## src/sma_pkg.sv

```systemverilog
/*
 * Shared constants for the management-interrupt and wake-event aggregator.
 * Assumes the software-visible registers live outside and reach the block as plain ports.
 */
`default_nettype none

package sma_pkg;
   // Bit positions inside the second interrupt enable byte
   localparam int EN2_PIN_BIT = 7;
   localparam int EN2_SERIRQ_BIT = 6;
   localparam int EN2_WAKE_BIT = 5;
   // Bit position inside the third wake enable byte
   localparam int WAKE3_ROUTED_BIT = 3;
   // Pin control byte fields
   localparam int PINCTL_BUFFER_BIT = 7;
   localparam int PINCTL_POLARITY_BIT = 1;
   // Source counts
   localparam int N_PERIPH = 8;
   localparam int N_GPIO = 19;
   localparam int N_TACH = 2;
   localparam int N_MISC = 5;
   // Positions of the fixed wake sources in the misc vector
   localparam int MISC_RING_ONE = 0;
   localparam int MISC_RING_TWO = 1;
   localparam int MISC_KBD = 2;
   localparam int MISC_MOUSE = 3;
   localparam int MISC_IR = 4;
   // Stages before edge detection is trusted after reset
   localparam int ARM_STAGES = 3;
   // Reset values
   localparam logic STS_RESET = 1'b0;
   localparam logic PIN_O_RESET = 1'b0;
   localparam logic PIN_OE_RESET = 1'b0;
endpackage : sma_pkg

`default_nettype wire

```

## src/sma_edge_sync.sv

```systemverilog
/*
 * Two-flop synchroniser with per-bit edge selection: rising, falling or both.
 * Assumes pins may be asynchronous; edges are suppressed until the pipeline holds real samples.
 */
`default_nettype none

module sma_edge_sync #(
   parameter int W = 1
) (
   input wire logic mclk,
   input wire logic reset,
   input wire logic [W-1:0] pin_in,
   input wire logic [W-1:0] falling_sel,
   input wire logic [W-1:0] both_sel,
   output logic [W-1:0] edge_evt
);
   import sma_pkg::*;

   logic [W-1:0] s1_r;
   logic [W-1:0] s2_r;
   logic [W-1:0] s3_r;
   logic [ARM_STAGES-1:0] armed_r;

   // Only s2_r reads s1_r; edges are taken from s2_r and s3_r
   always_ff @(posedge mclk or posedge reset) begin
      if (reset) begin
         s1_r <= '0;
         s2_r <= '0;
         s3_r <= '0;
      end else begin
         s1_r <= pin_in;
         s2_r <= s1_r;
         s3_r <= s2_r;
      end
   end

   // Avoids a false edge from reset zeros meeting a pin that already sits high
   always_ff @(posedge mclk or posedge reset) begin
      if (reset) begin
         armed_r <= '0;
      end else begin
         armed_r <= {armed_r[ARM_STAGES-2:0], 1'b1};
      end
   end

   always_comb begin
      edge_evt = '0;
      if (armed_r[ARM_STAGES-1]) begin
         edge_evt = (s2_r & ~s3_r & ~falling_sel & ~both_sel)
                  | (~s2_r & s3_r & falling_sel & ~both_sel)
                  | ((s2_r ^ s3_r) & both_sel);
      end
   end
endmodule : sma_edge_sync

`default_nettype wire

```

## src/sma_pin_drive.sv

```systemverilog
/*
 * Output pin stage with programmable active level and open-drain or push-pull buffer.
 * Assumes an external pull-up sets the pin level whenever the enable is low.
 */
`default_nettype none

module sma_pin_drive (
   input wire logic mclk,
   input wire logic reset,
   input wire logic req,
   input wire logic active_high,
   input wire logic push_pull,
   output logic pin_o,
   output logic pin_oe,
   output logic active_r
);
   import sma_pkg::*;

   logic level;

   assign level = req ? active_high : ~active_high;

   // Open drain only ever pulls low; a high level is left to the pull-up
   always_ff @(posedge mclk or posedge reset) begin
      if (reset) begin
         pin_o <= PIN_O_RESET;
         pin_oe <= PIN_OE_RESET;
         active_r <= STS_RESET;
      end else begin
         pin_o <= push_pull & level;
         pin_oe <= push_pull | ~level;
         active_r <= req;
      end
   end
endmodule : sma_pin_drive

`default_nettype wire

```

## src/sma_event_aggregator.sv

```systemverilog
/*
 * Group management interrupt and wake-event aggregator with status latches and pin outputs.
 * Assumes status writes and reads arrive as one-cycle pulses from an outside register file.
 */
// Overview of operation
// - Latch GPIO and tachometer events, gate with enables
// - Peripheral events pass live through their enables
// - Infrared flag clears on status-two read
// - GPIO status clears on write of one
// - Polarity bit selects rising or falling edge
// - Either-edge mode sets on both edges
// - Enable bit 7 gates interrupt pin
// - Enable bit 6 routes to serial IRQ2
// - Enable bit 5 feeds routed interrupt status
// - Interrupt pin polarity and buffer programmable
// - Wake pin polarity and buffer programmable
// - Global wake enable gates the wake pin
// - Global wake status ignores global enable
// - Global status holds while events pending
// - Ring, infrared, keyboard, mouse, GPIO, tachometer wake
// - GPIO wake status edges, write-one clear
// - Routed status shows gated group interrupt
// - Routed enable and status drive wake pin
`default_nettype none

module sma_event_aggregator #(
   parameter int NP = sma_pkg::N_PERIPH,
   parameter int NG = sma_pkg::N_GPIO,
   parameter int NT = sma_pkg::N_TACH
) (
   input wire logic mclk,
   input wire logic reset,
   input wire logic [NP-1:0] periph_irq,
   input wire logic [NP-1:0] periph_smi_en,
   input wire logic ir_event,
   input wire logic ir_smi_en,
   input wire logic interrupt_status_two_read,
   output logic infrared_interrupt_flag,
   input wire logic [NG-1:0] gpio_in,
   input wire logic [NG-1:0] gpio_polarity,
   input wire logic [NG-1:0] either_edge_trigger,
   input wire logic [NG-1:0] gpio_smi_en,
   input wire logic [NG-1:0] gpio_smi_clr,
   output logic [NG-1:0] gpio_smi_sts,
   input wire logic [NG-1:0] gpio_wake_en,
   input wire logic [NG-1:0] gpio_wake_clr,
   output logic [NG-1:0] gpio_wake_sts,
   input wire logic [NT-1:0] tach_event,
   input wire logic [NT-1:0] tach_smi_en,
   input wire logic [NT-1:0] tach_smi_clr,
   output logic [NT-1:0] tach_smi_sts,
   input wire logic [NT-1:0] tach_wake_en,
   input wire logic [NT-1:0] tach_wake_clr,
   output logic [NT-1:0] tach_wake_sts,
   input wire logic ring_indicator_one,
   input wire logic ring_indicator_two,
   input wire logic kbd_data,
   input wire logic mouse_data,
   input wire logic [sma_pkg::N_MISC-1:0] misc_wake_en,
   input wire logic [sma_pkg::N_MISC-1:0] misc_wake_clr,
   output logic [sma_pkg::N_MISC-1:0] misc_wake_sts,
   input wire logic [7:0] interrupt_enable_two,
   input wire logic [7:0] wake_enable_three,
   input wire logic routed_interrupt_clr,
   output logic routed_interrupt_status,
   input wire logic global_wake_enable,
   input wire logic global_wake_clr,
   output logic global_wake_status,
   input wire logic [7:0] interrupt_pin_control,
   input wire logic [7:0] wake_pin_control,
   output logic internal_group_interrupt,
   output logic serirq_irq2,
   output logic group_interrupt_pin_o,
   output logic group_interrupt_pin_oe,
   output logic wake_event_pin_o,
   output logic wake_event_pin_oe
);
   import sma_pkg::*;

   // Set-and-clear helper: a set in the clearing cycle wins
   function automatic logic sticky(input logic cur, input logic set, input logic clr);
      sticky = set | (cur & ~clr);
   endfunction : sticky

   logic [NG-1:0] gpio_edge;
   logic [N_MISC-2:0] pin_edge;
   logic [N_MISC-1:0] misc_evt;
   logic smi_group;
   logic routed_gated;
   logic wake_pending;
   logic wake_req;
   logic smi_pin_active;
   logic wake_pin_active;
   logic smi_pin_en;
   logic serirq_en;
   logic smi_wake_en;
   logic routed_en;

   assign smi_pin_en = interrupt_enable_two[EN2_PIN_BIT];
   assign serirq_en = interrupt_enable_two[EN2_SERIRQ_BIT];
   assign smi_wake_en = interrupt_enable_two[EN2_WAKE_BIT];
   assign routed_en = wake_enable_three[WAKE3_ROUTED_BIT];

   sma_edge_sync #(.W(NG)) u_gpio_edge (
      .mclk(mclk),
      .reset(reset),
      .pin_in(gpio_in),
      .falling_sel(gpio_polarity),
      .both_sel(either_edge_trigger),
      .edge_evt(gpio_edge)
   );

   // Ring indicators and keyboard/mouse data are active on their falling edge
   sma_edge_sync #(.W(N_MISC - 1)) u_pin_edge (
      .mclk(mclk),
      .reset(reset),
      .pin_in({mouse_data, kbd_data, ring_indicator_two, ring_indicator_one}),
      .falling_sel('1),
      .both_sel('0),
      .edge_evt(pin_edge)
   );

   assign misc_evt = {ir_event, pin_edge};

   always_ff @(posedge mclk or posedge reset) begin
      if (reset) begin
         gpio_smi_sts <= '0;
         tach_smi_sts <= '0;
      end else begin
         for (int i = 0; i < NG; i++) begin
            gpio_smi_sts[i] <= sticky(gpio_smi_sts[i], gpio_edge[i], gpio_smi_clr[i]);
         end
         for (int i = 0; i < NT; i++) begin
            tach_smi_sts[i] <= sticky(tach_smi_sts[i], tach_event[i], tach_smi_clr[i]);
         end
      end
   end

   // A read that coincides with a new infrared event keeps the flag set
   always_ff @(posedge mclk or posedge reset) begin
      if (reset) begin
         infrared_interrupt_flag <= STS_RESET;
      end else begin
         infrared_interrupt_flag <= sticky(infrared_interrupt_flag, ir_event, interrupt_status_two_read);
      end
   end

   // Peripheral events are not latched here, so they fall as soon as the source clears
   assign smi_group = (|(periph_irq & periph_smi_en))
                    | (infrared_interrupt_flag & ir_smi_en)
                    | (|(gpio_smi_sts & gpio_smi_en))
                    | (|(tach_smi_sts & tach_smi_en));

   assign routed_gated = smi_group & smi_wake_en;

   always_ff @(posedge mclk or posedge reset) begin
      if (reset) begin
         internal_group_interrupt <= STS_RESET;
         serirq_irq2 <= STS_RESET;
         routed_interrupt_status <= STS_RESET;
      end else begin
         internal_group_interrupt <= smi_group;
         serirq_irq2 <= smi_group & serirq_en;
         // Stays set while the gated interrupt is still active, even under a clear
         routed_interrupt_status <= sticky(routed_interrupt_status, routed_gated, routed_interrupt_clr);
      end
   end

   always_ff @(posedge mclk or posedge reset) begin
      if (reset) begin
         gpio_wake_sts <= '0;
         tach_wake_sts <= '0;
         misc_wake_sts <= '0;
      end else begin
         for (int i = 0; i < NG; i++) begin
            gpio_wake_sts[i] <= sticky(gpio_wake_sts[i], gpio_edge[i], gpio_wake_clr[i]);
         end
         for (int i = 0; i < NT; i++) begin
            tach_wake_sts[i] <= sticky(tach_wake_sts[i], tach_event[i], tach_wake_clr[i]);
         end
         for (int i = 0; i < N_MISC; i++) begin
            misc_wake_sts[i] <= sticky(misc_wake_sts[i], misc_evt[i], misc_wake_clr[i]);
         end
      end
   end

   assign wake_pending = (|(gpio_wake_sts & gpio_wake_en))
                       | (|(tach_wake_sts & tach_wake_en))
                       | (|(misc_wake_sts & misc_wake_en))
                       | (routed_interrupt_status & routed_en);

   // Global status cannot be cleared while any enabled event is still pending
   always_ff @(posedge mclk or posedge reset) begin
      if (reset) begin
         global_wake_status <= STS_RESET;
      end else begin
         global_wake_status <= sticky(global_wake_status, wake_pending, global_wake_clr);
      end
   end

   assign wake_req = global_wake_enable & wake_pending;

   sma_pin_drive u_smi_pin (
      .mclk(mclk),
      .reset(reset),
      .req(smi_group & smi_pin_en),
      .active_high(interrupt_pin_control[PINCTL_POLARITY_BIT]),
      .push_pull(interrupt_pin_control[PINCTL_BUFFER_BIT]),
      .pin_o(group_interrupt_pin_o),
      .pin_oe(group_interrupt_pin_oe),
      .active_r(smi_pin_active)
   );

   sma_pin_drive u_wake_pin (
      .mclk(mclk),
      .reset(reset),
      .req(wake_req),
      .active_high(wake_pin_control[PINCTL_POLARITY_BIT]),
      .push_pull(wake_pin_control[PINCTL_BUFFER_BIT]),
      .pin_o(wake_event_pin_o),
      .pin_oe(wake_event_pin_oe),
      .active_r(wake_pin_active)
   );
endmodule : sma_event_aggregator

`default_nettype wire

```

## config.mk

```make
export PLATFORM = sky130hd
export DESIGN_NAME = sma_event_aggregator
export DESIGN_NICKNAME = d
export VERILOG_FILES = /design/src/sma_pkg.sv /design/src/sma_edge_sync.sv /design/src/sma_pin_drive.sv /design/src/sma_event_aggregator.sv
export SDC_FILE = /design/constraint.sdc
export NUM_CORES = 1
export LEC_CHECK = 0
export ABC_AREA = 1
export BUFFER_PORTS_ARGS = -buffer_cell sky130_fd_sc_hd__clkbuf_2
export CAP_MARGIN = 20
export CORE_MARGIN = 5
export CORE_UTILIZATION = 40
export CTS_BUF_LIST = sky130_fd_sc_hd__clkbuf_4
export DETAILED_ROUTE_END_ITERATION = 16
export PLACE_DENSITY_LB_ADDON = 0.05
export SYNTH_ARGS = -nofsm -noshare
export SYNTH_HDL_FRONTEND = slang
export SYNTH_SLANG_ARGS = --single-unit
```

## constraint.sdc

```tcl
create_clock -name mclk -period 8.7 [get_ports mclk]
set_input_delay 1.74 -clock mclk [delete_from_list [all_inputs] [get_ports mclk]]
set_output_delay 1.74 -clock mclk [all_outputs]
set_load 0.02 [all_outputs]
```

# Yosys cells after proc, flatten, opt, wreduce, memory -nomap -nowiden
# Cells that the tools add are included.
# classes
n_bitwise,192
n_reduce_logical,6
muxes,4
# ops
operator,n
19-bit bitwise AND,9
19-bit inverter,4
1-bit bitwise AND,58
1-bit bitwise OR,58
1-bit inverter,54
19-bit bitwise OR,2
19-bit OR reduction,2
19-bit two-way mux,1
19-bit bitwise XOR,1
8-bit bitwise AND,1
8-bit OR reduction,1
5-bit bitwise AND,1
5-bit OR reduction,1
2-bit bitwise AND,2
4-bit bitwise AND,1
4-bit two-way mux,1
4-bit inverter,1
2-bit OR reduction,2
1-bit two-way mux,2
# totals
ff_bits,131
in_bits,213
word_cells,224
out_inout_bits,56

# Depth between registers and ports, before layout
# depth
depth_word,9
depth_mapped,10
ltp_nobuf,10

# Hierarchy
# A second synthesis with hierarchy kept.
# unflattened
cells_unflattened,697
hier_area_um2,5970.7
# modules_own_cells
module,area_each_um2,instances,seq_area_each_um2,cells_each
sma_edge_sync at u_gpio_edge,2802.7,1,1501.4,311
sma_event_aggregator,2299.7,1,1301.2,293
sma_edge_sync at u_pin_edge,648.1,1,375.4,69
sma_pin_drive,110.1,2,75.1,12

# Worst setup path before layout
# OpenSTA, ideal clock, no wires.
# synth_timing
path_type,in2reg
from,input port gpio_smi_en[4]
to,register u_smi_pin.pin_o
path_buffers,0
t_required_ns,8.585
setup_slack_ns,6.211
path_stages,10
setup_ns,0.115
arrival_time_ns,2.374
path_cell_list,nand2_1 > nand2_1 > nor2_1 > nand2_1 > nor2_2 > nand2_2 > nand2_1 > nand2_2 > nand2_2 > nor2_2
# synth_between
elab_chain_cells,7
# synth_lines
element,line_no,rtl
from (decl),sma_event_aggregator.sv:42,"input wire logic [NG-1:0] gpio_smi_en,"
19-bit bitwise AND,sma_event_aggregator.sv:151,| (|(gpio_smi_sts & gpio_smi_en))
19-bit OR reduction,sma_event_aggregator.sv:151,
1-bit bitwise OR,sma_event_aggregator.sv:151,
1-bit bitwise OR,sma_event_aggregator.sv:152,| (|(tach_smi_sts & tach_smi_en));
named net smi_group,sma_event_aggregator.sv:88,logic smi_group;
1-bit bitwise AND,sma_event_aggregator.sv:206,".req(smi_group & smi_pin_en),"
1-bit two-way mux,sma_pin_drive.sv:21,assign level = req ? active_high : ~active_high;
1-bit bitwise AND,sma_pin_drive.sv:30,pin_o <= push_pull & level;
to (signal assigned),sma_pin_drive.sv:30,
to (decl),sma_pin_drive.sv:13,"output logic pin_o,"
# The timed path passes the listed nets, and every way through them passes these cells.

# Worst setup path in the final report
# layout_timing
from,register tach_wake_sts[1]
to,output port tach_wake_sts[1]
# layout_rtl
element,line_no,rtl
from (decl),sma_event_aggregator.sv:54,"output logic [NT-1:0] tach_wake_sts,"
"from (signal, indexed assignment)",sma_event_aggregator.sv:179,"tach_wake_sts[i] <= sticky(tach_wake_sts[i], tach_event[i], tach_wake_clr[i]);"
# No word-level cell between the ends.

==> impl_metrics.py <==
metrics = {
    "clock_network": {
        "htreeDepth": 4,
        "cts_root_buffer": "clkbuf_4",
        "cts_setup_buffers": 0,
        "clkLatencyLatePin_ns": 0.52,
        "cts-resized-gates": 0,
        "clock_path_buffers": 2,
        "clk_pin_slew_worst_paths_ns": 0.10,
        "cts_tree": "built",
        "hold_buffers": 0,
        "numCtsBuffers": 17,
        "clkSinkCount": 128,
    },
    "pwr": {
        "powerDensity_mw_per_mm2": 179,
        "peakVddDrop_uv": 105,
        "power.total_w": 0.00124,
        "p_leak_nw": 4.00,
    },
    "sta": {
        "tns_ns": 0,
        "slew_violations": 0,
        "max_slew_margin_pct": 33.9,
        "period_share_pct": 33.4,
        "fin_crit_ns": 2.91,
        "tightest_slew_ns": 0.991,
        "finClkSkew_ns": 0.0111,
        "clock.fmax_mhz": 344,
        "rsz0062_at_grt": "false",
        "hold_viol": 0,
        "finalSetupViolCount": 0,
    },
    "worst_setup_path": {
        "worstSetupPathType": "reg2out",
        "required_ns": 6.96,
        "cpPeakStageDelay_ns": 0.45,
        "worstRegToRegCells": 4,
        "worstSetupEndpointType": "output port",
        "crit_start": "tach_wake_sts[1]",
        "reg2reg_from": "u_gpio_edge.armed_r[2]",
        "path_cells": "clkbuf_2",
        "regToRegEndpoint": "gpio_smi_sts[4]",
        "critPathSlowestCell": "dfrtp_1",
        "cp_num_buf_inv": 1,
        "cp_top_family": "flip-flops",
        "cp_max_fo": 3,
        "worst_ep_arrival_time_ns": 1.17,
        "reg2reg_slack_ns": 7.13,
        "cp-start-kind": "register",
    },
    "yosys": {
        "ys_types": 20,
        "yosys_warnings": 0,
        "synth_nets": 757,
        "async_flop_share_pct": 100,
        "netlist_area_mm2": 0.00525,
        "ys_seq_area_share_pct": 61.0,
        "synth_area_leaders": "dfrtp_1 (61%), ha_1 (9.1%), nand2_1 (7.1%)",
        "ys.flop_type": "dfrtp_1",
        "syn_area_per_cell_um2": 10.4,
        "synth_edf_count": 0,
        "synth_top_area_cell": "dfrtp_1",
        "synth_cells": 506,
        "ys_ff_latch": 128,
        "synth_top_area_share_pct": 61.0,
    },
    "grt": {
        "first_global_vias": 4409,
        "gr-total-overflow": 0,
        "groute.usage.overall_pct": 17.5,
        "antenna_found_initial": 0,
        "grt_pass1_wl_mm": 21.5,
        "grt_max_degree": 74,
    },
    "floorplanning": {
        "core_area_mm2": 0.0127,
        "start_util_pct": 41.3,
        "num_rows": 41,
        "die_area_mm2": 0.0155,
        "ios": 269,
        "die_width_um": 125,
        "die-height_um": 125,
    },
    "routing": {
        "wl_met3_mm": 1.02,
        "highest_layer": "met4",
        "drt-initial-drc-count": 149,
        "drc_errors": 0,
        "wl_mm": 13.2,
        "vias_per_cell": 4.41,
        "wl_per_cell_um": 13.8,
        "antenna_left": 0,
        "drt-pass1-iter-count": 4,
        "wl_met2_mm": 6.69,
        "met1_length_mm": 5.30,
        "routed-via-count": 4198,
    },
    "worst_hold_path": {
        "hold_depth": 0,
        "min_path_type": "reg2reg",
        "worstHoldEndpoint": "u_gpio_edge.s2_r[14]",
        "hold_start": "u_gpio_edge.s1_r[14]",
    },
    "placed_design": {
        "place_area_mm2": 0.00669,
        "io_buffers": 244,
        "hpwl_mm": 10.8,
        "gp_congestion": 0.878,
    },
    "flow_run": {
        "maxCapViolCount": 0,
    },
    "final_layout": {
        "final_cell_mix": "clkbuf_2 (244), dfrtp_1 (128), nand2_1 (100)",
        "antennaDiodeCount": 0,
        "drive_above_1_share_pct": 38.4,
        "num-nets-final": 1019,
        "final_common_cell": "clkbuf_2",
        "area_growth_pct": 32.2,
        "fin_area_mm2": 0.00694,
    },
    "status": {
        "status": "complete, no violations",
    },
}
## synth_stat cells (all sizes together), types with 2 or more instances
library cell / count
mux2: 19
dfrtp: 128
nor2: 23
buf: 2
nand3: 3
ha: 38
inv: 98
nand2: 103
o21ai: 68
a21oi: 19
## how the worst max path moves through the flow
stage / slack (ns) / cells past startpoint / to
2_1_floorplan: 3.55 / 1 / global_wake_status
3_3_place_gp: 5.37 / 3 / u_gpio_edge.s3_r[9]
3_5_place_dp: 5.34 / 3 / u_gpio_edge.s2_r[8]
6_report: 5.79 / 1 / tach_wake_sts[1]
4_1_cts: 5.70 / 1 / tach_wake_sts[1]
5_1_grt: 5.69 / 1 / tach_wake_sts[1]
## power breakdown
group	internal, W	switching [W]	total, W
clock	0.000176	0.000197	0.000373
sequential	0.000638	0.0000307	0.000669
combinational	0.0000828	0.000116	0.000199
## per-stage QoR
stage               setup slack [ns]  cells  utilization [%]  hold slack [ns]
finish                          5.79    953             54.6            0.349
global placement                5.37    921             52.6            0.331
detailed placement              5.34    921             52.6            0.335
floorplan                       3.55    506                -            0.331
global route                    5.69    953             54.6            0.354
CTS                             5.70    953             54.6            0.344
## sequential cells by signal, summed over array words and instances, names as in the netlist
register	flops
global_wake_status	1
gpio_smi_sts	19
gpio_wake_sts	19
infrared_interrupt_flag	1
internal_group_interrupt	1
misc_wake_sts	5
routed_interrupt_status	1
serirq_irq2	1
tach_smi_sts	2
tach_wake_sts	2
u_gpio_edge.armed_r	1
u_gpio_edge.s1_r	19
u_gpio_edge.s2_r	19
u_gpio_edge.s3_r	19
u_pin_edge.armed_r	2
u_pin_edge.s1_r	4
u_pin_edge.s2_r	4
u_pin_edge.s3_r	4
u_smi_pin.pin_o	1
u_smi_pin.pin_oe	1
u_wake_pin.pin_o	1
u_wake_pin.pin_oe	1
## layer usage
metal	track usage [%]	vias to the layer above
met5	0	-
met4	5.80	0
met3	6.05	13
met2	29.5	154
met1	21.1	1928
li1	-	2103
## cell type report
class	instances	area, µm²
clock buffers	21	158
clock inverters	11	96.3
fillers	1202	5780
inverters	98	370
multi-input cells	278	1670
flip-flops and latches	128	3200
well taps	172	215
repair buffers	245	1230
## kinds of logic after synthesis
logic type | Yosys count | synth area share (%)
multiplexers | 19 | 4.07
buffers and inverters | 100 | 7.19
AO/OA/AOI/OAI | 89 | 8.58
flip-flops | 128 | 61.0
AND/OR/NAND/NOR | 131 | 10.1
other | 1 | 0.0714
adder cells (fa/ha/maj) | 38 | 9.05
No activity file was read; power rests on OpenSTA's default activity.
